`src/rtl/tws_regs.svh`:
```
// register offsets, field positions, reset values and timing counts of the two-wire controller
`ifndef TWS_REGS_SVH
`define TWS_REGS_SVH
`define TWS_OFS_CTRL      32'hf00f0000
`define TWS_OFS_BUF       32'hf00f0004
`define TWS_OFS_PRESCALE  32'hf00f0008
`define TWS_OFS_COUNT     32'hf00f000c
`define TWS_OFS_PEND      32'hf00f0010
`define TWS_OFS_IMASK     32'hf00f0014
`define TWS_OFS_TEST      32'hf00f0018
`define TWS_CTRL_ACK      3
`define TWS_CTRL_BUS_CONDITION_SELECT_LO  4
`define TWS_CTRL_BUSY     6
`define TWS_CTRL_RST      7
`define TWS_CTRL_RX       0
`define TWS_BUS_CONDITION_SELECT_NONE     2'h0
`define TWS_BUS_CONDITION_SELECT_START    2'h1
`define TWS_BUS_CONDITION_SELECT_STOP     2'h2
`define TWS_BUS_CONDITION_SELECT_RESTART  2'h3
`define TWS_PRESCALE_RST  16'h0000
`define TWS_DIV_MUL       16
`define TWS_DIV_ADD       3
`define TWS_BITS_PER_BYTE 4'h9
`endif

```
`src/rtl/tws_pkg.sv`:
```
// types shared by the two-wire controller files
package tws_pkg;
	typedef enum logic [5:0] {
		ST_IDLE  = 6'b000001,
		ST_START = 6'b000010,
		ST_BIT   = 6'b000100,
		ST_HOLD  = 6'b001000,
		ST_STOP  = 6'b010000,
		ST_RSTRT = 6'b100000
	} tws_state_t;
endpackage : tws_pkg

```
`src/rtl/tws_ctrl.sv`:
```
// two-wire serial controller: shift buffer, prescaler, pending interrupt
//
// The implementer's own choice: the plain strobed port.
`timescale 1ns/1ps
`include "tws_regs.svh"
module tws_ctrl
	import tws_pkg::*;
#(
	parameter int PW = 16
) (
	// clock and reset
	input  wire logic        CLK,
	input  wire logic        NRST,
	// register port
	input  wire logic [31:0] ADDR,
	input  wire logic [31:0] WDATA,
	input  wire logic        WR,
	input  wire logic        RD,
	output logic      [31:0] RDATA,
	// serial bus
	input  wire logic        SDA_I,
	output logic             SDA_O,
	output logic             SDA_OE,
	input  wire logic        SCL_I,
	output logic             SCL_O,
	output logic             SCL_OE,
	// interrupt
	output logic             IRQ
);
	// ==========================================================
	// registers
	tws_state_t    state_r;
	logic [7:0]    shift_r;
	logic [7:0]    dbuf_r;
	logic [PW-1:0] presc_r;
	logic [PW-1:0] count;
	logic          pend_r;
	logic          imask_r;
	logic          test_r;
	logic          ack_en_r;
	logic          rx_r;
	logic          soft_rst_r;
	logic [1:0]    bus_condition_select_r;
	logic [3:0]    bit_cnt_r;
	logic [1:0]    phase_r;
	logic          ack_seen_r;
	logic          tick;
	logic          byte_done;
	logic [2:0]    sda_s_r;
	logic [2:0]    scl_s_r;
	logic          sda_in;
	logic          scl_in;
	logic          busy;

	wire wr_ctrl  = WR && ADDR == `TWS_OFS_CTRL;
	wire wr_buf   = WR && ADDR == `TWS_OFS_BUF;
	wire wr_presc = WR && ADDR == `TWS_OFS_PRESCALE;
	wire wr_pend  = WR && ADDR == `TWS_OFS_PEND;
	wire wr_imask = WR && ADDR == `TWS_OFS_IMASK;
	wire wr_test  = WR && ADDR == `TWS_OFS_TEST;
	wire crst     = soft_rst_r;
	assign busy = state_r != ST_IDLE;

	// ==========================================================
	// pin input synchronisers
	always_ff @(posedge CLK or negedge NRST) begin
		if (!NRST) begin
			sda_s_r <= 3'h7;
			scl_s_r <= 3'h7;
		end else begin
			sda_s_r <= {sda_s_r[1:0], SDA_I};
			scl_s_r <= {scl_s_r[1:0], SCL_I};
		end
	end
	// a change counts once stages two and three agree
	always_ff @(posedge CLK or negedge NRST) begin
		if (!NRST) begin
			sda_in <= 1'b1;
			scl_in <= 1'b1;
		end else begin
			if (sda_s_r[1] == sda_s_r[2]) sda_in <= sda_s_r[2];
			if (scl_s_r[1] == scl_s_r[2]) scl_in <= scl_s_r[2];
		end
	end

	// ==========================================================
	// prescaler
	tws_prescaler #(.W(PW)) u_presc (
		.clk   (CLK),
		.nrst  (NRST),
		.clr   (crst || state_r == ST_IDLE),
		.presc (presc_r),
		.count (count),
		.tick  (tick)
	);

	// ==========================================================
	// control register
	always_ff @(posedge CLK or negedge NRST) begin
		if (!NRST) begin
			ack_en_r   <= 1'b0;
			rx_r       <= 1'b0;
			soft_rst_r <= 1'b0;
		end else if (wr_ctrl) begin
			ack_en_r   <= WDATA[`TWS_CTRL_ACK];
			rx_r       <= WDATA[`TWS_CTRL_RX];
			soft_rst_r <= WDATA[`TWS_CTRL_RST];
		end
	end
	always_ff @(posedge CLK or negedge NRST) begin
		if (!NRST) begin
			presc_r <= PW'(`TWS_PRESCALE_RST);
		end else if (wr_presc) begin
			presc_r <= WDATA[PW-1:0];
		end
	end
	always_ff @(posedge CLK or negedge NRST) begin
		if (!NRST) begin
			imask_r <= 1'b0;
			test_r  <= 1'b0;
		end else begin
			if (wr_imask) imask_r <= WDATA[0];
			if (wr_test) test_r <= WDATA[0];
		end
	end

	// ==========================================================
	// transfer sequencer
	assign byte_done = state_r == ST_BIT && tick && phase_r == 2'h3 && bit_cnt_r == `TWS_BITS_PER_BYTE - 4'h1;
	always_ff @(posedge CLK or negedge NRST) begin
		if (!NRST) begin
			state_r   <= ST_IDLE;
			bus_condition_select_r    <= `TWS_BUS_CONDITION_SELECT_NONE;
			phase_r   <= 2'h0;
			bit_cnt_r <= 4'h0;
		end else if (crst) begin
			state_r   <= ST_IDLE;
			bus_condition_select_r    <= `TWS_BUS_CONDITION_SELECT_NONE;
			phase_r   <= 2'h0;
			bit_cnt_r <= 4'h0;
		end else begin
			if (wr_ctrl) bus_condition_select_r <= WDATA[`TWS_CTRL_BUS_CONDITION_SELECT_LO +: 2];
			case (state_r)
				ST_IDLE: begin
					phase_r <= 2'h0;
					// a start written while busy is dropped, not kept for later
					if (wr_ctrl && WDATA[`TWS_CTRL_BUS_CONDITION_SELECT_LO +: 2] == `TWS_BUS_CONDITION_SELECT_START) begin
						state_r <= ST_START;
					end
				end
				ST_START, ST_STOP, ST_RSTRT: begin
					if (tick) begin
						phase_r <= phase_r + 2'h1;
						if (phase_r == 2'h3) begin
							bit_cnt_r <= 4'h0;
							state_r   <= (state_r == ST_STOP) ? ST_IDLE : ST_BIT;
						end
					end
				end
				ST_BIT: begin
					// a far device holding the clock low stretches the high phase
					if (tick && (phase_r != 2'h2 || scl_in)) begin
						phase_r <= phase_r + 2'h1;
						if (phase_r == 2'h3) begin
							bit_cnt_r <= bit_cnt_r + 4'h1;
							if (byte_done) state_r <= ST_HOLD;
						end
					end
				end
				ST_HOLD: begin
					phase_r <= 2'h0;
					if (wr_ctrl && WDATA[`TWS_CTRL_BUS_CONDITION_SELECT_LO +: 2] == `TWS_BUS_CONDITION_SELECT_STOP) begin
						state_r <= ST_STOP;
					end else if (wr_ctrl && WDATA[`TWS_CTRL_BUS_CONDITION_SELECT_LO +: 2] == `TWS_BUS_CONDITION_SELECT_RESTART) begin
						state_r <= ST_RSTRT;
					// a cleared pending bit resumes receive only
					end else if (wr_buf || (rx_r && wr_pend && WDATA[0] && pend_r)) begin
						bit_cnt_r <= 4'h0;
						state_r   <= ST_BIT;
					end
				end
				default: state_r <= ST_IDLE;
			endcase
		end
	end

	// ==========================================================
	// shift register and read buffer
	always_ff @(posedge CLK or negedge NRST) begin
		if (!NRST) begin
			shift_r <= 8'h00;
		end else if (wr_buf) begin
			shift_r <= WDATA[7:0];
		end else if (state_r == ST_BIT && tick && bit_cnt_r < 4'h8) begin
			if (phase_r == 2'h2 && scl_in) shift_r <= {shift_r[6:0], sda_in};
		end
	end
	always_ff @(posedge CLK or negedge NRST) begin
		if (!NRST) begin
			dbuf_r <= 8'h00;
		end else if (byte_done) begin
			dbuf_r <= shift_r;
		end
	end
	always_ff @(posedge CLK or negedge NRST) begin
		if (!NRST) begin
			ack_seen_r <= 1'b0;
		end else if (state_r == ST_BIT && tick && phase_r == 2'h2 && bit_cnt_r == 4'h8 && scl_in) begin
			ack_seen_r <= !sda_in;
		end
	end

	// ==========================================================
	// serial pins, open drain
	always_ff @(posedge CLK or negedge NRST) begin
		if (!NRST) begin
			SCL_O  <= 1'b0;
			SCL_OE <= 1'b0;
			SDA_O  <= 1'b0;
			SDA_OE <= 1'b0;
		end else begin
			SCL_O <= 1'b0;
			SDA_O <= 1'b0;
			case (state_r)
				ST_START: begin
					SCL_OE <= phase_r == 2'h3;
					SDA_OE <= phase_r >= 2'h2;
				end
				ST_BIT: begin
					SCL_OE <= phase_r == 2'h0 || phase_r == 2'h3;
					if (bit_cnt_r == 4'h8) begin
						SDA_OE <= rx_r && ack_en_r;
					end else begin
						SDA_OE <= !rx_r && !shift_r[7];
					end
				end
				ST_HOLD:  begin
					SCL_OE <= 1'b1;
					SDA_OE <= SDA_OE;
				end
				ST_STOP:  begin
					SCL_OE <= phase_r == 2'h0;
					SDA_OE <= phase_r <= 2'h2;
				end
				ST_RSTRT: begin
					SCL_OE <= phase_r == 2'h3;
					SDA_OE <= phase_r >= 2'h2;
				end
				default: begin
					SCL_OE <= 1'b0;
					SDA_OE <= 1'b0;
				end
			endcase
		end
	end

	// ==========================================================
	// interrupt pending
	always_ff @(posedge CLK or negedge NRST) begin
		if (!NRST) begin
			pend_r <= 1'b0;
		end else if (crst) begin
			pend_r <= 1'b0;
		end else if (byte_done) begin
			pend_r <= 1'b1;
		end else if (wr_pend && WDATA[0] && pend_r) begin
			pend_r <= 1'b0;
		end
	end
	always_ff @(posedge CLK or negedge NRST) begin
		if (!NRST) begin
			IRQ <= 1'b0;
		end else begin
			IRQ <= pend_r && imask_r;
		end
	end

	// ==========================================================
	// read data
	always_ff @(posedge CLK or negedge NRST) begin
		if (!NRST) begin
			RDATA <= 32'h0;
		end else if (RD) begin
			case (ADDR)
				`TWS_OFS_CTRL:     RDATA <= {24'h0, soft_rst_r, busy, bus_condition_select_r, ack_en_r, ack_seen_r, 1'b0, rx_r};
				`TWS_OFS_BUF:      RDATA <= {24'h0, dbuf_r};
				`TWS_OFS_PRESCALE: RDATA <= {{(32-PW){1'b0}}, presc_r};
				`TWS_OFS_COUNT:    RDATA <= test_r ? {{(32-PW){1'b0}}, count} : 32'h0;
				`TWS_OFS_PEND:     RDATA <= {31'h0, pend_r};
				`TWS_OFS_IMASK:    RDATA <= {31'h0, imask_r};
				`TWS_OFS_TEST:     RDATA <= {31'h0, test_r};
				default:           RDATA <= 32'h0;
			endcase
		end else begin
			RDATA <= 32'h0;
		end
	end
endmodule : tws_ctrl

```
`src/rtl/tws_prescaler.sv`:
```
// programmable prescaler making a one-cycle quarter-bit tick
`timescale 1ns/1ps
`include "tws_regs.svh"
module tws_prescaler #(
	parameter int W = 16
) (
	input  wire logic         clk,
	input  wire logic         nrst,
	input  wire logic         clr,
	input  wire logic [W-1:0] presc,
	output logic [W-1:0]      count,
	output logic              tick
);
	// period per tick = (16*(presc+1)+3)/4 is not integral, so count one
	// full serial period and emit four ticks at fixed phases within it
	localparam int PW = W + 5;
	logic [PW-1:0] period;
	logic [PW-1:0] pos_r;
	logic [PW-1:0] q;
	assign period = PW'(`TWS_DIV_MUL) * (PW'(presc) + PW'(1)) + PW'(`TWS_DIV_ADD);
	assign q = period >> 2;
	always_ff @(posedge clk or negedge nrst) begin
		if (!nrst) begin
			pos_r <= '0;
		end else if (clr || pos_r >= period - PW'(1)) begin
			pos_r <= '0;
		end else begin
			pos_r <= pos_r + PW'(1);
		end
	end
	always_ff @(posedge clk or negedge nrst) begin
		if (!nrst) begin
			tick <= 1'b0;
		end else begin
			tick <= !clr && (pos_r == '0 || pos_r == q || pos_r == (q << 1) || pos_r == q * PW'(3));
		end
	end
	always_ff @(posedge clk or negedge nrst) begin
		if (!nrst) begin
			count <= '0;
		end else begin
			count <= pos_r[W-1:0];
		end
	end
endmodule : tws_prescaler

```
`config.mk`:
```
export PLATFORM = sky130hd
export DESIGN_NAME = tws_ctrl
export DESIGN_NICKNAME = d
export VERILOG_FILES = /design/src/rtl/tws_pkg.sv /design/src/rtl/tws_ctrl.sv /design/src/rtl/tws_prescaler.sv
export VERILOG_INCLUDE_DIRS = /design/src /design/src/rtl
export SDC_FILE = /design/constraint.sdc
export NUM_CORES = 1
export LEC_CHECK = 0
export BUFFER_PORTS_ARGS = -buffer_cell sky130_fd_sc_hd__buf_2
export CORE_UTILIZATION = 60
export DETAILED_ROUTE_END_ITERATION = 10
export PLACE_DENSITY = 0.82
export SKIP_CTS_REPAIR_TIMING = 1
export SLEW_MARGIN = 20
export SYNTH_ARGS = -nofsm -noshare
export SYNTH_HDL_FRONTEND = slang
export SYNTH_HIERARCHICAL = 1
export SYNTH_SLANG_ARGS = --single-unit
```
`constraint.sdc`:
```
create_clock -name CLK -period 9.9 [get_ports CLK]
set_input_delay 0.99 -clock CLK [delete_from_list [all_inputs] [get_ports CLK]]
set_output_delay 0.99 -clock CLK [all_outputs]
set_load 0.005 [all_outputs]
```
==> results of run 1 <==
## power by group through the flow
stage	registers (mW)	clock network, mW	logic [mW]
after global routing	0.488	0.631	0.0380
after CTS	0.488	0.607	0.0341
after floorplan	0.496	0	0.0152
after global placement	0.496	0	0.0333
final	0.488	0.601	0.0336
after detailed placement	0.496	0	0.0340
## flip-flops by register name, summed over array words and instances, names as in the netlist, 4 cells and up
| name | cells |
|---|---|
| u_presc/count | 16 |
| RDATA | 16 |
| bit_cnt_r | 4 |
| presc_r | 16 |
| shift_r | 8 |
| dbuf_r | 8 |
| state_r | 6 |
| u_presc/pos_r | 21 |
## layout make-up
cell class              instances  area [sq um]
multi-input cells             707          5155
fillers                      1096          4493
flip-flops and latches        118          2964
clock buffers                  17         425.4
repair buffers                 75         385.4
well taps                     180         225.2
clock inverters                14         151.4
inverters                      36         135.1
## per-layer routing
layer,part of all wire,vias up,track usage
met5,0,-,0
met4,0.033,0,0.1427
met3,0.087,60,0.09410
met2,0.47,343,0.4730
met1,0.41,3575,0.4030
li1,-,3411,-
## cells in the mapped netlist, drive strengths merged (7+ instances only)
cell | n | area, sq um
a21o | 8 | 61.31
mux2 | 30 | 337.8
or4 | 7 | 52.55
xnor3 | 7 | 157.7
nand2 | 54 | 205.2
a31oi | 9 | 56.30
nand3 | 33 | 187.7
nor4b | 8 | 91.33
mux2i | 20 | 200.2
o21ai | 37 | 185.2
nand4 | 22 | 150.1
ha | 28 | 350.3
a22oi | 11 | 82.58
nor4 | 22 | 188.9
inv | 35 | 131.4
dfrtp | 109 | 2728
nor2 | 65 | 244.0
xnor2 | 55 | 500.5
xor2 | 24 | 217.7
buf | 48 | 316.6
a21oi | 36 | 180.2
dfstp | 9 | 236.5
clkbuf | 19 | 71.32
and3 | 15 | 101.3
or3 | 8 | 60.06
nor3 | 54 | 312.8
o211ai | 7 | 52.55
nor2b | 10 | 62.56
## kinds of logic (layout without fill, tap and decap cells)
family / count (synthesis) / count (layout) / synth area share
simple gates: 339 / 339 / 0.2297
xor+xnor: 86 / 86 / 0.1021
other cells: 1 / 18 / 0.0004372
flops: 118 / 118 / 0.3455
fa+ha+maj: 34 / 34 / 0.04901
mux: 50 / 50 / 0.06272
compound gates: 180 / 180 / 0.1495
buf+inv: 103 / 142 / 0.06097
## worst min path at each step
stage / cells past startpoint / start / endpoint / slack, ps
6_report: 0 / scl_s_r[0] / scl_s_r[1] / 350
5_1_grt: 0 / scl_s_r[0] / scl_s_r[1] / 360
4_1_cts: 0 / scl_s_r[0] / scl_s_r[1] / 360
3_5_place_dp: 0 / scl_s_r[0] / scl_s_r[1] / 350
3_3_place_gp: 0 / scl_s_r[0] / scl_s_r[1] / 350
2_1_floorplan: 0 / scl_s_r[0] / scl_s_r[1] / 350
## through the flow
| stage | worst slack (ps) | utilization | instances |
|---|---|---|---|
| 6_report | 4349 | 0.6776 | 1147 |
| 5_1_grt | 3951 | 0.6776 | 1147 |
| 4_1_cts | 4548 | 0.6776 | 1147 |
| 3_5_place_dp | 4579 | 0.6362 | 1116 |
| 3_3_place_gp | 4592 | 0.6362 | 1116 |
| 2_1_floorplan | 5817 | - | 928 |
## layout by cell type, fill, tap and decap left out, drive strengths merged, types with 8 or more instances in the layout
cell,instances
xor2,24
a21oi,36
ha,28
mux2i,20
nor4b,8
nor3,54
nor2b,10
buf,75
nor2,65
a22oi,11
inv,39
nor4,22
a31oi,9
or3,8
clkbuf,17
and3,15
xnor2,55
nand2,54
dfstp,9
nand3,33
conb,18
a21o,8
nand4,22
mux2,30
o21ai,37
dfrtp,109
==> impl_metrics.json, run 1 <==
{
  "dpl-instance-area_sq_mm": 0.008865,
  "stdcell_area_sq_mm": 0.009442,
  "synthCells": 911,
  "netSwitchingFraction": 0.2268,
  "async_flop_share": 1.000,
  "fmax_ghz": 0.1802,
  "cts_root_buffer": "clkbuf_16",
  "drtIter0Drc": 713,
  "crit_chain": "nand2_1 > nor3_2 > nand4_1 > xor2_1 > inv_1 > ha_1 > xnor2_1 > and4_1 > a2111oi_0 > o2111ai_1 > a2111oi_4 > nand4_1 > a2111oi_2 > nand4_1 > o311ai_1",
  "crit_path_start_kind": "flip-flop",
  "antenna_found_initial": 0,
  "p_int_mw": 0.8676,
  "ant_nets": 0,
  "combinationalPowerShare": 0.030,
  "grt_use_total": 0.3096,
  "numPortBuffers": 72,
  "required_ps": 10200,
  "crit_family": "compound AO/OA/AOI/OAI gates",
  "rows": 43,
  "yosysWarnings": 6,
  "r2r-start": "presc_r[3]",
  "endpoint": "u_presc/tick",
  "first_global_vias": 6917,
  "clkPwrFrac": 0.535,
  "place.gp.congestion": 0.9824,
  "wl_um": 21960,
  "r2r_setup_slack_ps": 4350,
  "critPathCaptureType": "flip-flop",
  "ir_worst_vdd_v": 0.0001127,
  "ys_types": 96,
  "clock_latency_ps": 420,
  "leakage_nw": 3.955,
  "setup_viol": 0,
  "hold_violations": 0,
  "seqPwrFrac": 0.435,
  "setup_tns_ps": 0,
  "vias": 7389,
  "cpMostUsedCell": "nand4_1",
  "power.density_mw_per_mm2": 118.9,
  "reg2reg_to": "u_presc/tick",
  "hold_path.class": "flip-flop to flip-flop",
  "path_clk_slew_ps": 60,
  "cp-startpoint": "presc_r[3]",
  "crit_type": "flip-flop to flip-flop",
  "initial_utilization": 0.6156,
  "period_share": 0.5607,
  "drt_drc_violations_left": 0,
  "diodes": 0,
  "rsz0062_at_grt": "false",
  "cp_num_cells": 15,
  "slew_headroom": 0.3482,
  "ys_seq_elements": 118,
  "r2r_cells": 15,
  "cap_violations": 0,
  "synthToLayoutAreaGrowth_pct": 10.06,
  "drt-pass1-iter-count": 5,
  "dp_hpwl_um": 15660,
  "worst_pin_slew_ps": 972.5,
  "outcome": "complete, no violations",
  "htree_num_levels": 4,
  "whs_ps": 354.7,
  "wire_per_inst_um": 19.15,
  "path_max_fanout": 21,
  "die_y_um": 121.6,
  "overflow": 0,
  "design.core.area_sq_mm": 0.01393,
  "cts_buffers": 17,
  "cpPeakStageDelay_ps": 840,
  "clock_path_buffers": 2,
  "syn_avg_cell_area_sq_um": 9.416,
  "syn_area_sq_mm": 0.008578,
  "cp_num_buf_inv": 1,
  "final_max_slew_viol_count": 0,
  "switchingPower_mw": 0.2545,
  "finClkSkew_ps": 9.374,
  "worst_path_max_delay_cell": "dfrtp_1",
  "cts_tree": "done",
  "grt_pass1_wl_um": 35280,
  "period_minus_slack_ps": 5551,
  "fin_nets": 1054,
  "die_w_um": 121.6,
  "total_power_mw": 1.122,
  "worstPathArrival_ps": 5850,
  "synth_edf_count": 0,
  "seq_area_frac_synth": 0.3455,
  "ios": 107,
  "drive_gt1_frac": 0.1934,
  "grt_max_degree": 63,
  "vias_per_cell": 6.442,
  "die_area_sq_mm": 0.01478,
  "clock-sinks": 118,
  "synthFlopType": "dfrtp_1"
}
No activity file was read; power rests on OpenSTA's default activity.
==> inputs of run 2 (changes only) <==
==> constraint.sdc (replaced) <==
create_clock -name CLK -period 5.4 [get_ports CLK]
set_input_delay 0.54 -clock CLK [delete_from_list [all_inputs] [get_ports CLK]]
set_output_delay 0.54 -clock CLK [all_outputs]
set_load 0.005 [all_outputs]
==> impl_metrics.json, run 2 (same netlist as run 1, synthesis figures left out) <==
{
  "drtIter0Drc": 663,
  "clock-sinks": 118,
  "ir_worst_vdd_v": 0.0001981,
  "wl_um": 22380,
  "final_common_cell": "dfrtp_1",
  "period_share": 0.9162,
  "vias": 7497,
  "worstPathArrival_ps": 5250,
  "diodes": 0,
  "largest_reg_flops": 21,
  "drt-pass1-iter-count": 5,
  "crit_chain": "ha_1 > nand4_2 > nor3_1 > xnor2_1 > inv_2 > ha_1 > a21oi_1 > o22ai_1 > a2111oi_0 > o2111ai_1 > a2111oi_4 > nand4_1 > a2111oi_2 > nand4_1 > o311ai_1",
  "cts_tree": "done",
  "worst_path_max_delay_cell": "dfrtp_1",
  "crit_path_start_kind": "flip-flop",
  "slew_headroom": 0.3566,
  "regMostFlops": "u_presc/pos_r",
  "ios": 107,
  "required_ps": 5700,
  "rsz0062_at_grt": "false",
  "vias_per_cell": 6.474,
  "initial_utilization": 0.6156,
  "outcome": "complete, no violations",
  "r2r-start": "presc_r[1]",
  "fmax_ghz": 0.2021,
  "die_y_um": 121.6,
  "r2r_cells": 15,
  "r2r_setup_slack_ps": 450,
  "cpPeakStageDelay_ps": 580,
  "period_minus_slack_ps": 4948,
  "rows": 43,
  "drt_drc_violations_left": 0,
  "total_power_mw": 2.058,
  "min-delay-start": "SCL_I",
  "grt_max_degree": 73,
  "leakage_nw": 4.022,
  "path_clk_slew_ps": 60,
  "path_max_fanout": 10,
  "fin_nets": 1064,
  "htree_num_levels": 4,
  "first_global_vias": 6944,
  "power.density_mw_per_mm2": 216.2,
  "place.gp.congestion": 0.9438,
  "final_max_slew_viol_count": 0,
  "ant_nets": 0,
  "synthToLayoutAreaGrowth_pct": 10.98,
  "drive_gt1_frac": 0.1984,
  "hold_violations": 0,
  "antenna_found_initial": 0,
  "final_cell_mix": "dfrtp_1 (109), buf_2 (71), nor2_1 (65)",
  "cts_root_buffer": "clkbuf_16",
  "setup_tns_ps": 0,
  "cp_num_buf_inv": 1,
  "hold_path_depth": 1,
  "cap_violations": 0,
  "clock_latency_ps": 420,
  "clock_path_buffers": 2,
  "grt_pass1_wl_um": 35800,
  "die_w_um": 121.6,
  "reg2reg_to": "u_presc/tick",
  "finClkSkew_ps": 9.724,
  "dp_hpwl_um": 16160,
  "grt_use_total": 0.3194,
  "critPathCaptureType": "flip-flop",
  "numPortBuffers": 72,
  "wire_per_inst_um": 19.33,
  "crit_type": "flip-flop to flip-flop",
  "crit_family": "compound AO/OA/AOI/OAI gates",
  "overflow": 0,
  "worst_pin_slew_ps": 958.2,
  "cts_buffers": 17,
  "hold_path.class": "input port to flip-flop",
  "setup_viol": 0,
  "die_area_sq_mm": 0.01478,
  "design.core.area_sq_mm": 0.01393,
  "hold_end": "scl_s_r[0]"
}
[run 2: how the worst max path moves through the flow]
| stage | from | to | slack, ps | cells past startpoint |
|---|---|---|---|---|
| 6_report | presc_r[1] | u_presc/tick | 450 | 15 |
| 4_1_cts | presc_r[1] | u_presc/tick | 530 | 15 |
| 2_1_floorplan | presc_r[1] | u_presc/tick | 1320 | 16 |
| 3_3_place_gp | presc_r[1] | u_presc/tick | 610 | 15 |
| 5_1_grt | presc_r[1] | u_presc/tick | 90 | 15 |
| 3_5_place_dp | presc_r[1] | u_presc/tick | 560 | 15 |
[run 2: where the power goes]
| group | switching, mW | internal, mW |
|---|---|---|
| clock | 0.388 | 0.713 |
| sequential | 0.00289 | 0.892 |
| combinational | 0.0422 | 0.0201 |
| total | 0.433 | 1.62 |
[run 2: final cells by class]
type                       instances  area (sq um)
clock buffer                      24         481.7
inverter                          36         135.1
sequential                       118          2964
clock inverter                     8         98.84
fill                            1056          4414
multi-input combinational        707          5155
tap                              180         225.2
timing repair buffer              85         460.4
[run 2: worst register-to-register path: cells and delay by family (launching register included)]
| family | cells | cell delay [ps] |
|---|---|---|
| flops | 1 | 580 |
| buf+inv | 1 | 140 |
| compound gates | 7 | 2150 |
| xor+xnor | 1 | 360 |
| simple gates | 4 | 810 |
| fa+ha+maj | 2 | 790 |
[run 2: per-stage QoR]
step / worst slack (ps) / std cells / hold slack [ps] / area (sq um) / util
2_1_floorplan: 1317 / 928 / 244.4 / 8642 / -
3_3_place_gp: 613.1 / 1126 / 347.2 / 8940 / 0.6416
3_5_place_dp: 556.1 / 1126 / 349.1 / 8940 / 0.6416
4_1_cts: 531.3 / 1158 / 203.1 / 9520 / 0.6832
5_1_grt: 90.79 / 1158 / 205.1 / 9520 / 0.6832
6_report: 452.3 / 1158 / 216.8 / 9520 / 0.6832
[run 2: layer usage]
layer  global-route usage  vias to the layer above  part of all wire
li1                     -                     3437                 -
met5                    0                        -                 0
met3              0.07444                       64             0.086
met1               0.4241                     3611              0.42
met2               0.4869                      385              0.46
met4               0.1659                        0             0.038
